$ cat config.mk
export PLATFORM = sky130hd
export DESIGN_NAME = rox_top
export DESIGN_NICKNAME = d
export VERILOG_FILES = /design/src/core/rox_pkg.sv /design/src/core/rox_top.sv
export SDC_FILE = /design/constraint.sdc
export NUM_CORES = 2
export LEC_CHECK = 0
export CAP_MARGIN = 15
export CORE_UTILIZATION = 55
export CTS_BUF_LIST = sky130_fd_sc_hd__clkbuf_4 sky130_fd_sc_hd__clkbuf_8
export CTS_CLUSTER_SIZE = 8
export DETAILED_ROUTE_END_ITERATION = 10
export DONT_BUFFER_PORTS = 1
export PLACE_DENSITY = 0.7
export SYNTH_ARGS = -nofsm -noshare
export SYNTH_HDL_FRONTEND = slang
export SYNTH_SLANG_ARGS = --single-unit
$ cat constraint.sdc
create_clock -name ref_clk -period 13.16 [get_ports ref_clk]
set_clock_uncertainty 0.05 [all_clocks]
set_input_delay 0.658 -clock ref_clk [delete_from_list [all_inputs] [get_ports ref_clk]]
set_output_delay 0.658 -clock ref_clk [all_outputs]
set_load 0.005 [all_outputs]
$ cat src/core/rox_pkg.sv
// Constants, register map and carrier types of the reflex output compare block.
// Assumes a single 200 MHz clock domain and an AXI4-Lite master with 8-bit addresses.
package rox_pkg;
	localparam int unsigned ROX_ADDR_W = 8;
	localparam int unsigned ROX_MS_NS = 1_000_000;
	localparam int unsigned ROX_CLK_NS = 5;
	localparam int unsigned ROX_MS_CYCLES = ROX_MS_NS / ROX_CLK_NS;
	localparam logic [7:0] ROX_REG_CTRL = 8'h00;
	localparam logic [7:0] ROX_REG_GATE = 8'h04;
	localparam logic [7:0] ROX_REG_REFL = 8'h08;
	localparam logic [7:0] ROX_REG_ABOVE = 8'h0C;
	localparam logic [7:0] ROX_REG_DRV = 8'h10;
	localparam logic [7:0] ROX_REG_IRQ_ST = 8'h14;
	localparam logic [7:0] ROX_REG_IRQ_MASK = 8'h18;
	localparam logic [3:0] ROX_REG_CFG_PAGE = 4'h2;
	localparam logic [3:0] ROX_REG_LVL_PAGE = 4'h4;
	localparam int unsigned ROX_CTRL_EN_BIT = 0;
	localparam int unsigned ROX_CTRL_SUS_BIT = 1;
	localparam logic [31:0] ROX_CFG_WMASK = 32'hFFFF_0FFF;
	localparam logic [2:0] ROX_COND_OFF = 3'h0;
	localparam logic [2:0] ROX_COND_WITHIN = 3'h1;
	localparam logic [2:0] ROX_COND_CROSS = 3'h2;
	localparam logic [2:0] ROX_COND_CAPTURE = 3'h3;
	localparam logic [2:0] ROX_COND_STOP = 3'h4;
	localparam logic [15:0] ROX_DUR_RESET = 16'h000A;
	localparam logic [1:0] ROX_RESP_OKAY = 2'h0;
	localparam logic [1:0] ROX_RESP_SLVERR = 2'h2;

	typedef struct packed {
		logic [ROX_ADDR_W-1:0] awaddr;
		logic                  awvalid;
		logic [31:0]           wdata;
		logic [3:0]            wstrb;
		logic                  wvalid;
		logic                  bready;
		logic [ROX_ADDR_W-1:0] araddr;
		logic                  arvalid;
		logic                  rready;
	} rox_axil_req_type;

	typedef struct packed {
		logic        awready;
		logic        wready;
		logic        bvalid;
		logic [1:0]  bresp;
		logic        arready;
		logic        rvalid;
		logic [31:0] rdata;
		logic [1:0]  rresp;
	} rox_axil_rsp_type;

	// Per-output configuration word, laid out as it reads on the bus.
	typedef struct packed {
		logic [15:0] dur;
		logic [3:0]  rsvd;
		logic        run_sel;
		logic        up;
		logic [1:0]  th_sel;
		logic [4:0]  zone;
		logic [2:0]  cond;
	} rox_cfg_type;

	typedef struct packed {
		rox_axil_rsp_type      rsp;
		logic                  aw_got;
		logic                  w_got;
		logic [ROX_ADDR_W-1:0] awaddr;
		logic [31:0]           wdata;
		logic [3:0]            wstrb;
		logic                  ctrl_en;
		logic                  ctrl_sus;
		logic [3:0]            gate;
		rox_cfg_type [3:0]     cfg;
		logic [3:0][31:0]      stage;
		logic [3:0][31:0]      lvl;
		logic                  preset_prev;
		logic [3:0]            above;
		logic [3:0]            refl;
		logic [3:0]            drv;
		logic [3:0][15:0]      timer;
		logic [3:0][23:0]      sub;
		logic [3:0]            irq_st;
		logic [3:0]            irq_mask;
		logic                  irq;
	} rox_state_type;
endpackage

$ cat src/core/rox_top.sv
// Reflex output compare block: four thresholds, four reflex outputs, AXI4-Lite registers.
// Assumes counter value, capture value, run and preset inputs come from logic on ref_clk.
// Summary of operation
// - Each output in crossing mode picks one of four levels and a direction, downward on level 0 by default.
// - Upward selection fires on a rise of the chosen above-level bit.
// - Downward selection fires on a fall of the chosen above-level bit.
// - A crossing trigger holds the output true for 1 to 65535 ms, 10 ms by default.
// - Stop mode, the default, makes the output true while the counter is stopped.
// - Run mode makes the output true while the counter run indication is high.
// - Newly written levels become active only on a rising edge of the preset condition.
// - Bits 0 to 3 of a read-only byte report each output's evaluated condition.
// - Bits 0 to 3 of a read-only byte report counter strictly above each level.
// - Outside suspension, a physical output is driven only when its enable bit and its condition bit are both true.
// - Bits 0 to 3 of a read-only byte report which physical outputs are driven.
// - Within mode uses a five-bit zone mask over the counter: below level 0, between pairs, above level 3.
// - Capture-within mode applies the same zone mask to the captured value.
// - While comparison is suspended the above-level bits hold, and so do the condition and drive bits outside crossing mode.
// - A pulse running at suspension completes its duration and then drops.
//
// The AXI4-Lite register port and the placing of the registers were decided locally.
`timescale 1ns/1ps
`default_nettype none

module rox_top #(
	parameter int unsigned MS_CYCLES = rox_pkg::ROX_MS_CYCLES
) (
	input  wire logic                     ref_clk,
	input  wire logic                     srst,
	input  wire logic                     clk_en,
	input  wire rox_pkg::rox_axil_req_type axil_req,
	output var  rox_pkg::rox_axil_rsp_type axil_rsp,
	input  wire logic [31:0]              counter_value,
	input  wire logic [31:0]              capture_value,
	input  wire logic                     counter_running,
	input  wire logic                     preset_cond,
	output logic [3:0]                    phys_out,
	output logic                          irq
);
	import rox_pkg::*;

	rox_state_type s;
	rox_state_type d;
	logic [3:0]       ab_now;
	logic [3:0]       cab_now;
	logic [3:0]       trig;
	logic [3:0][15:0] dur_eff;

	assign axil_rsp = s.rsp;
	assign phys_out = s.drv;
	assign irq = s.irq;

	// Zone membership of a value from its above-level bits.
	function automatic logic [4:0] zones(input logic [3:0] ab);
		zones = {ab[3], ab[2] & ~ab[3], ab[1] & ~ab[2], ab[0] & ~ab[1], ~ab[0]};
	endfunction

	function automatic logic [31:0] merge(input logic [31:0] o, input logic [31:0] n, input logic [3:0] st);
		logic [31:0] r;
		r = o;
		for (int b = 0; b < 4; b++) begin
			if (st[b]) begin
				r[b*8 +: 8] = n[b*8 +: 8];
			end
		end
		merge = r;
	endfunction

	// Bit 32 flags a mapped address; bits 31:0 are the read value.
	function automatic logic [32:0] reg_read(input logic [7:0] a, input rox_state_type st);
		logic [32:0] r;
		r = {1'b0, 32'h0000_0000};
		case (a)
			ROX_REG_CTRL: r = {1'b1, 30'h0000_0000, st.ctrl_sus, st.ctrl_en};
			ROX_REG_GATE: r = {1'b1, 28'h000_0000, st.gate};
			ROX_REG_REFL: r = {1'b1, 28'h000_0000, st.refl};
			ROX_REG_ABOVE: r = {1'b1, 28'h000_0000, st.above};
			ROX_REG_DRV: r = {1'b1, 28'h000_0000, st.drv};
			ROX_REG_IRQ_ST: r = {1'b1, 28'h000_0000, st.irq_st};
			ROX_REG_IRQ_MASK: r = {1'b1, 28'h000_0000, st.irq_mask};
			default: begin
				if (a[7:4] == ROX_REG_CFG_PAGE && a[1:0] == 2'h0) begin
					r = {1'b1, st.cfg[a[3:2]]};
				end else if (a[7:4] == ROX_REG_LVL_PAGE && a[1:0] == 2'h0) begin
					r = {1'b1, st.stage[a[3:2]]};
				end
			end
		endcase
		reg_read = r;
	endfunction

	////////////////////////////////////////////////////////////////////////////////
	for (genvar g = 0; g < 4; g++) begin : g_cmp
		assign ab_now[g] = $signed(counter_value) > $signed(s.lvl[g]);
		assign cab_now[g] = $signed(capture_value) > $signed(s.lvl[g]);
		// A zero duration would never raise the output, so it is stretched to one millisecond.
		assign dur_eff[g] = (s.cfg[g].dur == 16'h0000) ? 16'h0001 : s.cfg[g].dur;
		// Edge of the chosen above-level bit against its last reported value.
		assign trig[g] = s.ctrl_en & ~s.ctrl_sus & (s.cfg[g].cond == ROX_COND_CROSS)
			& (s.cfg[g].up ? (ab_now[s.cfg[g].th_sel] & ~s.above[s.cfg[g].th_sel])
			: (~ab_now[s.cfg[g].th_sel] & s.above[s.cfg[g].th_sel]));
	end

	////////////////////////////////////////////////////////////////////////////////
	always_comb begin
		logic [32:0] rd;
		logic [31:0] wv;
		logic [3:0]  clr;
		logic [7:0]  wa;
		rd = {1'b0, 32'h0000_0000};
		wv = 32'h0000_0000;
		clr = 4'h0;
		wa = 8'h00;
		d = s;
		// Bus write side: address and data may arrive in either order.
		// Byte lanes are merged into the current value, so a partial write keeps the other bytes, except at ROX_REG_IRQ_ST where an unstrobed byte 0 clears every set bit.
		if (s.rsp.bvalid && axil_req.bready) begin
			d.rsp.bvalid = 1'b0;
		end
		if (axil_req.awvalid && s.rsp.awready) begin
			d.aw_got = 1'b1;
			d.awaddr = axil_req.awaddr;
		end
		if (axil_req.wvalid && s.rsp.wready) begin
			d.w_got = 1'b1;
			d.wdata = axil_req.wdata;
			d.wstrb = axil_req.wstrb;
		end
		if (d.aw_got && d.w_got && !d.rsp.bvalid) begin
			wa = d.awaddr;
			rd = reg_read(wa, s);
			wv = merge(rd[31:0], d.wdata, d.wstrb);
			d.aw_got = 1'b0;
			d.w_got = 1'b0;
			d.rsp.bvalid = 1'b1;
			d.rsp.bresp = rd[32] ? ROX_RESP_OKAY : ROX_RESP_SLVERR;
			case (wa)
				ROX_REG_CTRL: begin
					d.ctrl_en = wv[ROX_CTRL_EN_BIT];
					d.ctrl_sus = wv[ROX_CTRL_SUS_BIT];
				end
				ROX_REG_GATE: d.gate = wv[3:0];
				ROX_REG_IRQ_ST: clr = wv[3:0];
				ROX_REG_IRQ_MASK: d.irq_mask = wv[3:0];
				default: begin
					if (wa[7:4] == ROX_REG_CFG_PAGE && wa[1:0] == 2'h0) begin
						d.cfg[wa[3:2]] = rox_cfg_type'(wv & ROX_CFG_WMASK);
					end else if (wa[7:4] == ROX_REG_LVL_PAGE && wa[1:0] == 2'h0) begin
						d.stage[wa[3:2]] = wv;
					end
				end
			endcase
		end
		d.rsp.awready = !d.aw_got && !d.rsp.bvalid;
		d.rsp.wready = !d.w_got && !d.rsp.bvalid;
		// Bus read side: one read in flight, answered the cycle after the address.
		// Unmapped addresses answer with an error and read zero; read-only words take writes and ignore them.
		if (s.rsp.rvalid && axil_req.rready) begin
			d.rsp.rvalid = 1'b0;
		end
		if (axil_req.arvalid && s.rsp.arready) begin
			rd = reg_read(axil_req.araddr, s);
			d.rsp.rvalid = 1'b1;
			d.rsp.rdata = rd[31:0];
			d.rsp.rresp = rd[32] ? ROX_RESP_OKAY : ROX_RESP_SLVERR;
		end
		d.rsp.arready = !d.rsp.rvalid;
		// Active levels move only on a preset rise, so a half-written set never compares.
		d.preset_prev = preset_cond;
		if (preset_cond && !s.preset_prev) begin
			d.lvl = s.stage;
		end
		// Compare core.
		// Switching compare off clears the above, condition and drive bits and every timer at once, so no stale pulse survives.
		if (!s.ctrl_en) begin
			d.above = 4'h0;
			d.refl = 4'h0;
			d.drv = 4'h0;
			d.timer = '0;
			d.sub = '0;
		end else begin
			if (!s.ctrl_sus) begin
				d.above = ab_now;
			end
			for (int i = 0; i < 4; i++) begin
				// Pulse timer keeps running under suspension so a pulse always ends on time.
				// Each output has its own millisecond prescaler, so pulses started in different cycles end apart.
				if (trig[i]) begin
					d.timer[i] = dur_eff[i];
					d.sub[i] = 24'h00_0000;
				end else if (s.timer[i] != 16'h0000) begin
					if (s.sub[i] == 24'(MS_CYCLES - 1)) begin
						d.sub[i] = 24'h00_0000;
						d.timer[i] = s.timer[i] - 16'h0001;
					end else begin
						d.sub[i] = s.sub[i] + 24'h00_0001;
					end
				end
				if (s.cfg[i].cond == ROX_COND_CROSS) begin
					d.refl[i] = d.timer[i] != 16'h0000;
				end else if (!s.ctrl_sus) begin
					case (s.cfg[i].cond)
						ROX_COND_WITHIN: d.refl[i] = |(s.cfg[i].zone & zones(ab_now));
						ROX_COND_CAPTURE: d.refl[i] = |(s.cfg[i].zone & zones(cab_now));
						ROX_COND_STOP: d.refl[i] = s.cfg[i].run_sel ? counter_running : !counter_running;
						default: d.refl[i] = 1'b0;
					endcase
				end
			end
			if (s.ctrl_sus) begin
				d.drv = s.drv & d.refl;
			end else begin
				d.drv = s.gate & d.refl;
			end
		end
		// A new event in the clearing cycle survives the write-one-to-clear.
		// Set wins over a clear in the same cycle, so a rise is never lost.
		d.irq_st = (s.irq_st & ~clr) | (d.refl & ~s.refl);
		d.irq = |(d.irq_st & d.irq_mask);
		if (srst) begin
			d = '0;
			for (int i = 0; i < 4; i++) begin
				d.cfg[i].dur = ROX_DUR_RESET;
			end
			d.rsp.awready = 1'b1;
			d.rsp.wready = 1'b1;
			d.rsp.arready = 1'b1;
		end
	end

	// Reset is let through with the enable low, so a frozen block can still be brought to a known state.
	always_ff @(posedge ref_clk) begin
		if (srst || clk_en) begin
			s <= d;
		end
	end
endmodule // rox_top

`default_nettype wire

; After elaboration in Yosys (flattened, before gate mapping)
; Cells that the tools add are included.
[op_classes]
add_sub_neg = 8
n_lt_le_gt_ge = 15
eq_ne = 43
mux = 126
bitwise = 57
reduce_logical = 73
[ops]
columns = operator, count
row1 = $mux W128, 4
row2 = $pmux W33 S7, 2
row3 = $mux W16, 20
row4 = $mux W24, 12
row5 = $mux W262, 1
row6 = $bmux W32 S2, 4
row7 = $bwmux W128, 2
row8 = $gt A32 B32 Y1, 8
row9 = $mux W256, 1
row10 = $mux W33, 6
row11 = $mux W168, 1
row12 = $mux W32, 5
row13 = $reduce_bool A16 Y1, 8
row14 = $add A24 B1 Y24 const B, 4
row15 = $eq A24 B18 Y1 const B, 4
row16 = $mux W8, 9
row17 = $demux W32 S2, 1
row18 = $logic_not A16 Y1, 4
row19 = $sub A16 B1 Y16 const B, 4
row20 = $eq A8 B5 Y1 const B, 6
row21 = $and A5 B5 Y5, 8
row22 = $reduce_or A5 Y1, 8
row23 = $mux W36, 1
row24 = $mux W35, 1
row25 = 37 further kinds, 198
[word_totals]
regBits = 659
in_bits = 126
output_inout_bits = 46
word_cells = 389

; Logic depth before layout (Yosys ltp)
[depth]
word_depth = 19
depth_mapped = 15
mapped_depth_nobuf = 13

; Least setup slack after synthesis
; No wires, ideal clock.
[synth_timing]
path_kind = input to register
startpoint = input port preset_cond
endpoint = register s[182] in the netlist's numbering (enable)
setup_time_ns = 0.792
arrival_ns = 9.639
t_required_ns = 12.318
slack_ns = 2.679
cell_stages = 2
n_path_buf = 0
cell_sequence = nand2_1 > o21ai_0
[synth_between]
elab_chain_len = 3
[synth_rtl]
columns = item, line_no
row1 = "start, declared", rox_top.sv:35  ; input wire logic preset_cond,
row2 = $logic_and A1 B1 Y1, rox_top.sv:169  ; if (preset_cond && !s.preset_prev) begin
row3 = $reduce_bool A2 Y1 (no source line), -
row4 = $reduce_and A2 Y1 (no source line), -
row5 = "end signal, assigned", rox_top.sv:233  ; s <= d;
row6 = "end, declared", rox_top.sv:41  ; rox_state_type s;
; No other way between the ends.
; A chain may end at the register's enable or synchronous reset.

; Final worst setup path
[layout_timing]
startpoint = register s (netlist bit axil_rsp[40])
endpoint = register s[333] in the netlist's numbering (enable)
[layout_between]
elab_chain_len = 6
elab_cells_between_ends = 20
classes_between = 7 x eq/ne / 2 x mux / 11 x reduce/logical
[layout_rtl]
columns = item, line_no
row1 = $logic_and A1 B1 Y1 (*), rox_top.sv:119  ; if (axil_req.awvalid && s.rsp.awready) begin
row2 = $mux W8 or $mux W1 (tied branches), rox_top.sv:119
row3 = $eq A8 B5 Y1 (tied with other cells), rox_top.sv:136  ; case (wa)
row4 = $reduce_or A4 Y1 (no source line) (tied with other cells), -
row5 = $ne A2 B1 Y1 (no source line) (tied with other cells), -
row6 = $reduce_and A5 Y1 (no source line) (*), -
; Every way passes the cells marked *; elsewhere a longest branch is shown, timed or not.

==> implementation parameters <==
Parameter                              Value

Status
  Run status ... finished clean

Route
  Via Count ... 32,400
  Post-detailed-route via-to-cell ratio ... 6.61
  Count of routing violations after the opening detailed-route iteration ... 4,401
  Total length of routed wires ... 129 mm
  Number of design rule violations left after detail routing ... 0
  Remaining antenna violation count ... 0
  Average wire per cell in the routed design ... 26.3 um
  Drt first pass iters ... 9

STA
  Worst slew pin tran ... 1110 ps
  Setup repair after global routing missed its margin ... false
  Post-route setup slack ... 7760 ps
  Remaining max-slew budget at the tightest pin ... 25.5%
  Hold_ws ... 74.6 ps
  Number of slew-limit violations in the final report ... 0
  Number of endpoints with negative hold slack in the final report ... 0
  Total setup violations reported at the end of the flow ... 0
  Period utilization ... 41.0%
  Highest attainable clock frequency ... 185 MHz
  Min cycle time layout ... 5400 ps
  Sum of negative setup slack ... 0 ps

Layout
  Filler Cells Inserted ... 6,213
  Area added between synthesis and finish ... 6.99%
  Most frequent cells in the layout ... 657 x sky130_fd_sc_hd__edfxtp_1, 504 x sky130_fd_sc_hd__nor2_1, 352 x sky130_fd_sc_hd__a21oi_1, 310 x sky130_fd_sc_hd__nand2_1, 265 x sky130_fd_sc_hd__ha_1
  Most common cell after layout, fill and taps aside ... sky130_fd_sc_hd__edfxtp_1
  Util after Layout ... 59.8%
  Combined flip-flop and latch cell area ... 19,700 sq um
  Area of the multi-input gates ... 20,700 sq um
  Finished Layout Cells ... 4,900
  Share of layout cells above drive strength 1 ... 10.7%
  Net count, final ... 4,230

Power
  Switching power of the nets ... 0.00178 W
  Share of total power in the clock network ... 32.6%
  Peak supply drop ... 0.0860 mV
  Fraction of power consumed by sequential logic ... 47.5%
  Switching power as a share of total power ... 30.9%
  Internal power ... 0.00398 W
  Pwr dens ... 129 nW/um^2
  Combinational power share ... 20.0%
  Leakage power summed over all cells ... 16.5 nW

Floorplan
  Horiz. Die Dim ... 278 um
  Num ports ... 172
  Rows ... 100
  Area enclosed by the die boundary ... 77,200 sq um
  Die height ... 278 um
  Initial core utilization ... 55.9%
  Floorplan core area ... 74,800 sq um

Worst setup path
  Critical Path Fanout Max ... 63
  Arrival @ worst endpoint ... 5700 ps
  Crit. End Element ... flip-flop
  Req. time, crit path ... 13,460 ps
  Depth of the most critical reg-to-reg path ... 9
  Critical path launch point type ... flip-flop
  Critical Setup Path Class ... flip-flop to flip-flop

Logic synthesis
  Number of synthesized register bits ... 657
  Yosys warns ... 0
  Mapped cell area ... 41,800 sq um
  Yosys top cell by area ... sky130_fd_sc_hd__edfxtp_1
  Main flop type after synthesis ... sky130_fd_sc_hd__edfxtp_1
  Avg Inst Size Synth ... 10.7 sq um
  Number of distinct library cell variants in the gate-level netlist after synthesis ... 95
  Share of async-settable or async-resettable flops after synthesis ... 0%
  Gate count after technology mapping ... 3,910
  Sequential fraction of the synthesis area ... 47.1%
  Area fraction of the dominant cell type after synthesis ... 47.1%
  Area contributors post-synth ... sky130_fd_sc_hd__edfxtp_1 47%, sky130_fd_sc_hd__ha_1 7.9%, sky130_fd_sc_hd__mux4_2 7.3%
  Number of flops mapped to enable cells by yosys ... 657

Clock tree
  Clock tree from TritonCTS ... built
  Maximum buffer depth of the clock tree ... 3
  Number of sinks on the clock net ... 657
  Clk Latency, worst-skew pair ... 740 ps
  Total number of H-tree levels ... 3
  Total setup buffers inserted after CTS ... 0
  Count of hold-fix buffers inserted at cts ... 0
  Register clock-pin slew on the reported worst setup and hold paths ... 60 ps
  Number of resized instances in the post-cts repair step ... 0
  Total clock buffers created by CTS ... 113
  Root Buffer ... sky130_fd_sc_hd__clkbuf_8

GRT
  Global-route wire length before repair ... 192 mm
  Largest net degree at the start of global routing ... 372
  GRT Overall Usage ... 33.0%
  Number of antenna violations at the first check in global routing ... 5
  Final global-route overflow total ... 0
  Number of global-route vias before repair ... 30,200

Placement
  Placed Cells incl. Taps ... 4,693
  Number of input and output port buffers inserted ... 0
  Final HPWL DP ... 90.8 mm
  Routability-driven placement congestion ratio ... 0.963
  Post-placement setup slack ... 7700 ps

Job
  Max-cap violations ... 0

Worst hold path
  Hold-critical path depth ... 1
  Worst hold path type ... input port to flip-flop
registers in the layout (all words and copies together) (netlist names):
register	count
s	613
phys_out	4
irq	1
axil_rsp	39
power by group through the flow:
stage	combinational (W)	sequential [W]	clock (W)
floorplan	0.000842	0.00269	0
global placement	0.00111	0.00276	0
detailed placement	0.00112	0.00276	0
CTS	0.00113	0.00272	0.00189
global route	0.00124	0.00275	0.00197
finish	0.00115	0.00273	0.00188
metrics by stage:
step	instance area [sq um]	total power, W
global placement	42500	0.00386
global route	44800	0.00596
finish	44800	0.00576
detailed placement	42500	0.00388
floorplan	41800	0.00353
CTS	44800	0.00574
final timing paths:
kind,start,endpoint,slack (ps)
worst min register to register,s[485],s[485],540
worst min-delay path,srst,s[181],70
worst max-delay path,axil_rsp[40],s[333],7760
worst max register to register,axil_rsp[40],s[333],7760
kinds of logic after synthesis:
logic type,Yosys count,share of synthesized area (%)
adder cells (fa/ha/maj),265,7.92
AND/OR/NAND/NOR,1501,17.6
multiplexers,220,9.32
other,1,0.00896
buffers and inverters,397,4.02
XOR/XNOR,153,3.20
flip-flops,657,47.1
AO/OA/AOI/OAI,716,10.8
area by class of cell:
type / instances / area share, %
multi-input combinational: 2857 / 46.1
sequential: 657 / 44.1
clock buffer: 154 / 4.19
tap: 969 / 2.71
inverter: 169 / 1.43
clock inverter: 49 / 0.746
timing repair buffer: 41 / 0.688
antenna: 4 / 0.0224
routing by layer:
| metal | part of all wire, % | vias to the layer above | global-route usage [%] |
|---|---|---|---|
| li1 | - | 14400 | - |
| met1 | 41 | 15500 | 48.1 |
| met2 | 42 | 2132 | 46.8 |
| met3 | 14 | 289 | 9.59 |
| met4 | 3.5 | 6 | 11.6 |
| met5 | 0.18 | - | 0 |
cell usage after synthesis, types with 37 or more instances:
library cell	n
sky130_fd_sc_hd__edfxtp_1	657
sky130_fd_sc_hd__nor2_1	509
sky130_fd_sc_hd__a21oi_1	353
sky130_fd_sc_hd__nand2_1	316
sky130_fd_sc_hd__ha_1	265
sky130_fd_sc_hd__inv_1	169
sky130_fd_sc_hd__nor2b_1	150
sky130_fd_sc_hd__clkbuf_1	142
sky130_fd_sc_hd__mux4_2	135
sky130_fd_sc_hd__and2_1	92
sky130_fd_sc_hd__nand3_1	87
sky130_fd_sc_hd__xnor2_1	82
sky130_fd_sc_hd__mux2i_1	78
sky130_fd_sc_hd__nand4_1	76
sky130_fd_sc_hd__xor2_1	71
sky130_fd_sc_hd__nor3_1	61
sky130_fd_sc_hd__o21ai_0	51
sky130_fd_sc_hd__a211oi_1	45
sky130_fd_sc_hd__buf_4	45
sky130_fd_sc_hd__nor4_1	42
sky130_fd_sc_hd__and3_1	39
sky130_fd_sc_hd__a22oi_1	38
sky130_fd_sc_hd__a221oi_1	37
critical path, stage by stage (launching register included):
cell	delay, ps
sky130_fd_sc_hd__edfxtp_1	770
sky130_fd_sc_hd__nand3_1	360
sky130_fd_sc_hd__nand2_4	560
sky130_fd_sc_hd__nor2_2	40
sky130_fd_sc_hd__buf_4	330
sky130_fd_sc_hd__o21ai_0	230
sky130_fd_sc_hd__a41oi_1	270
sky130_fd_sc_hd__nor2_4	870
sky130_fd_sc_hd__buf_4	880
sky130_fd_sc_hd__buf_4	560
Power figures use the tool's default switching activity.
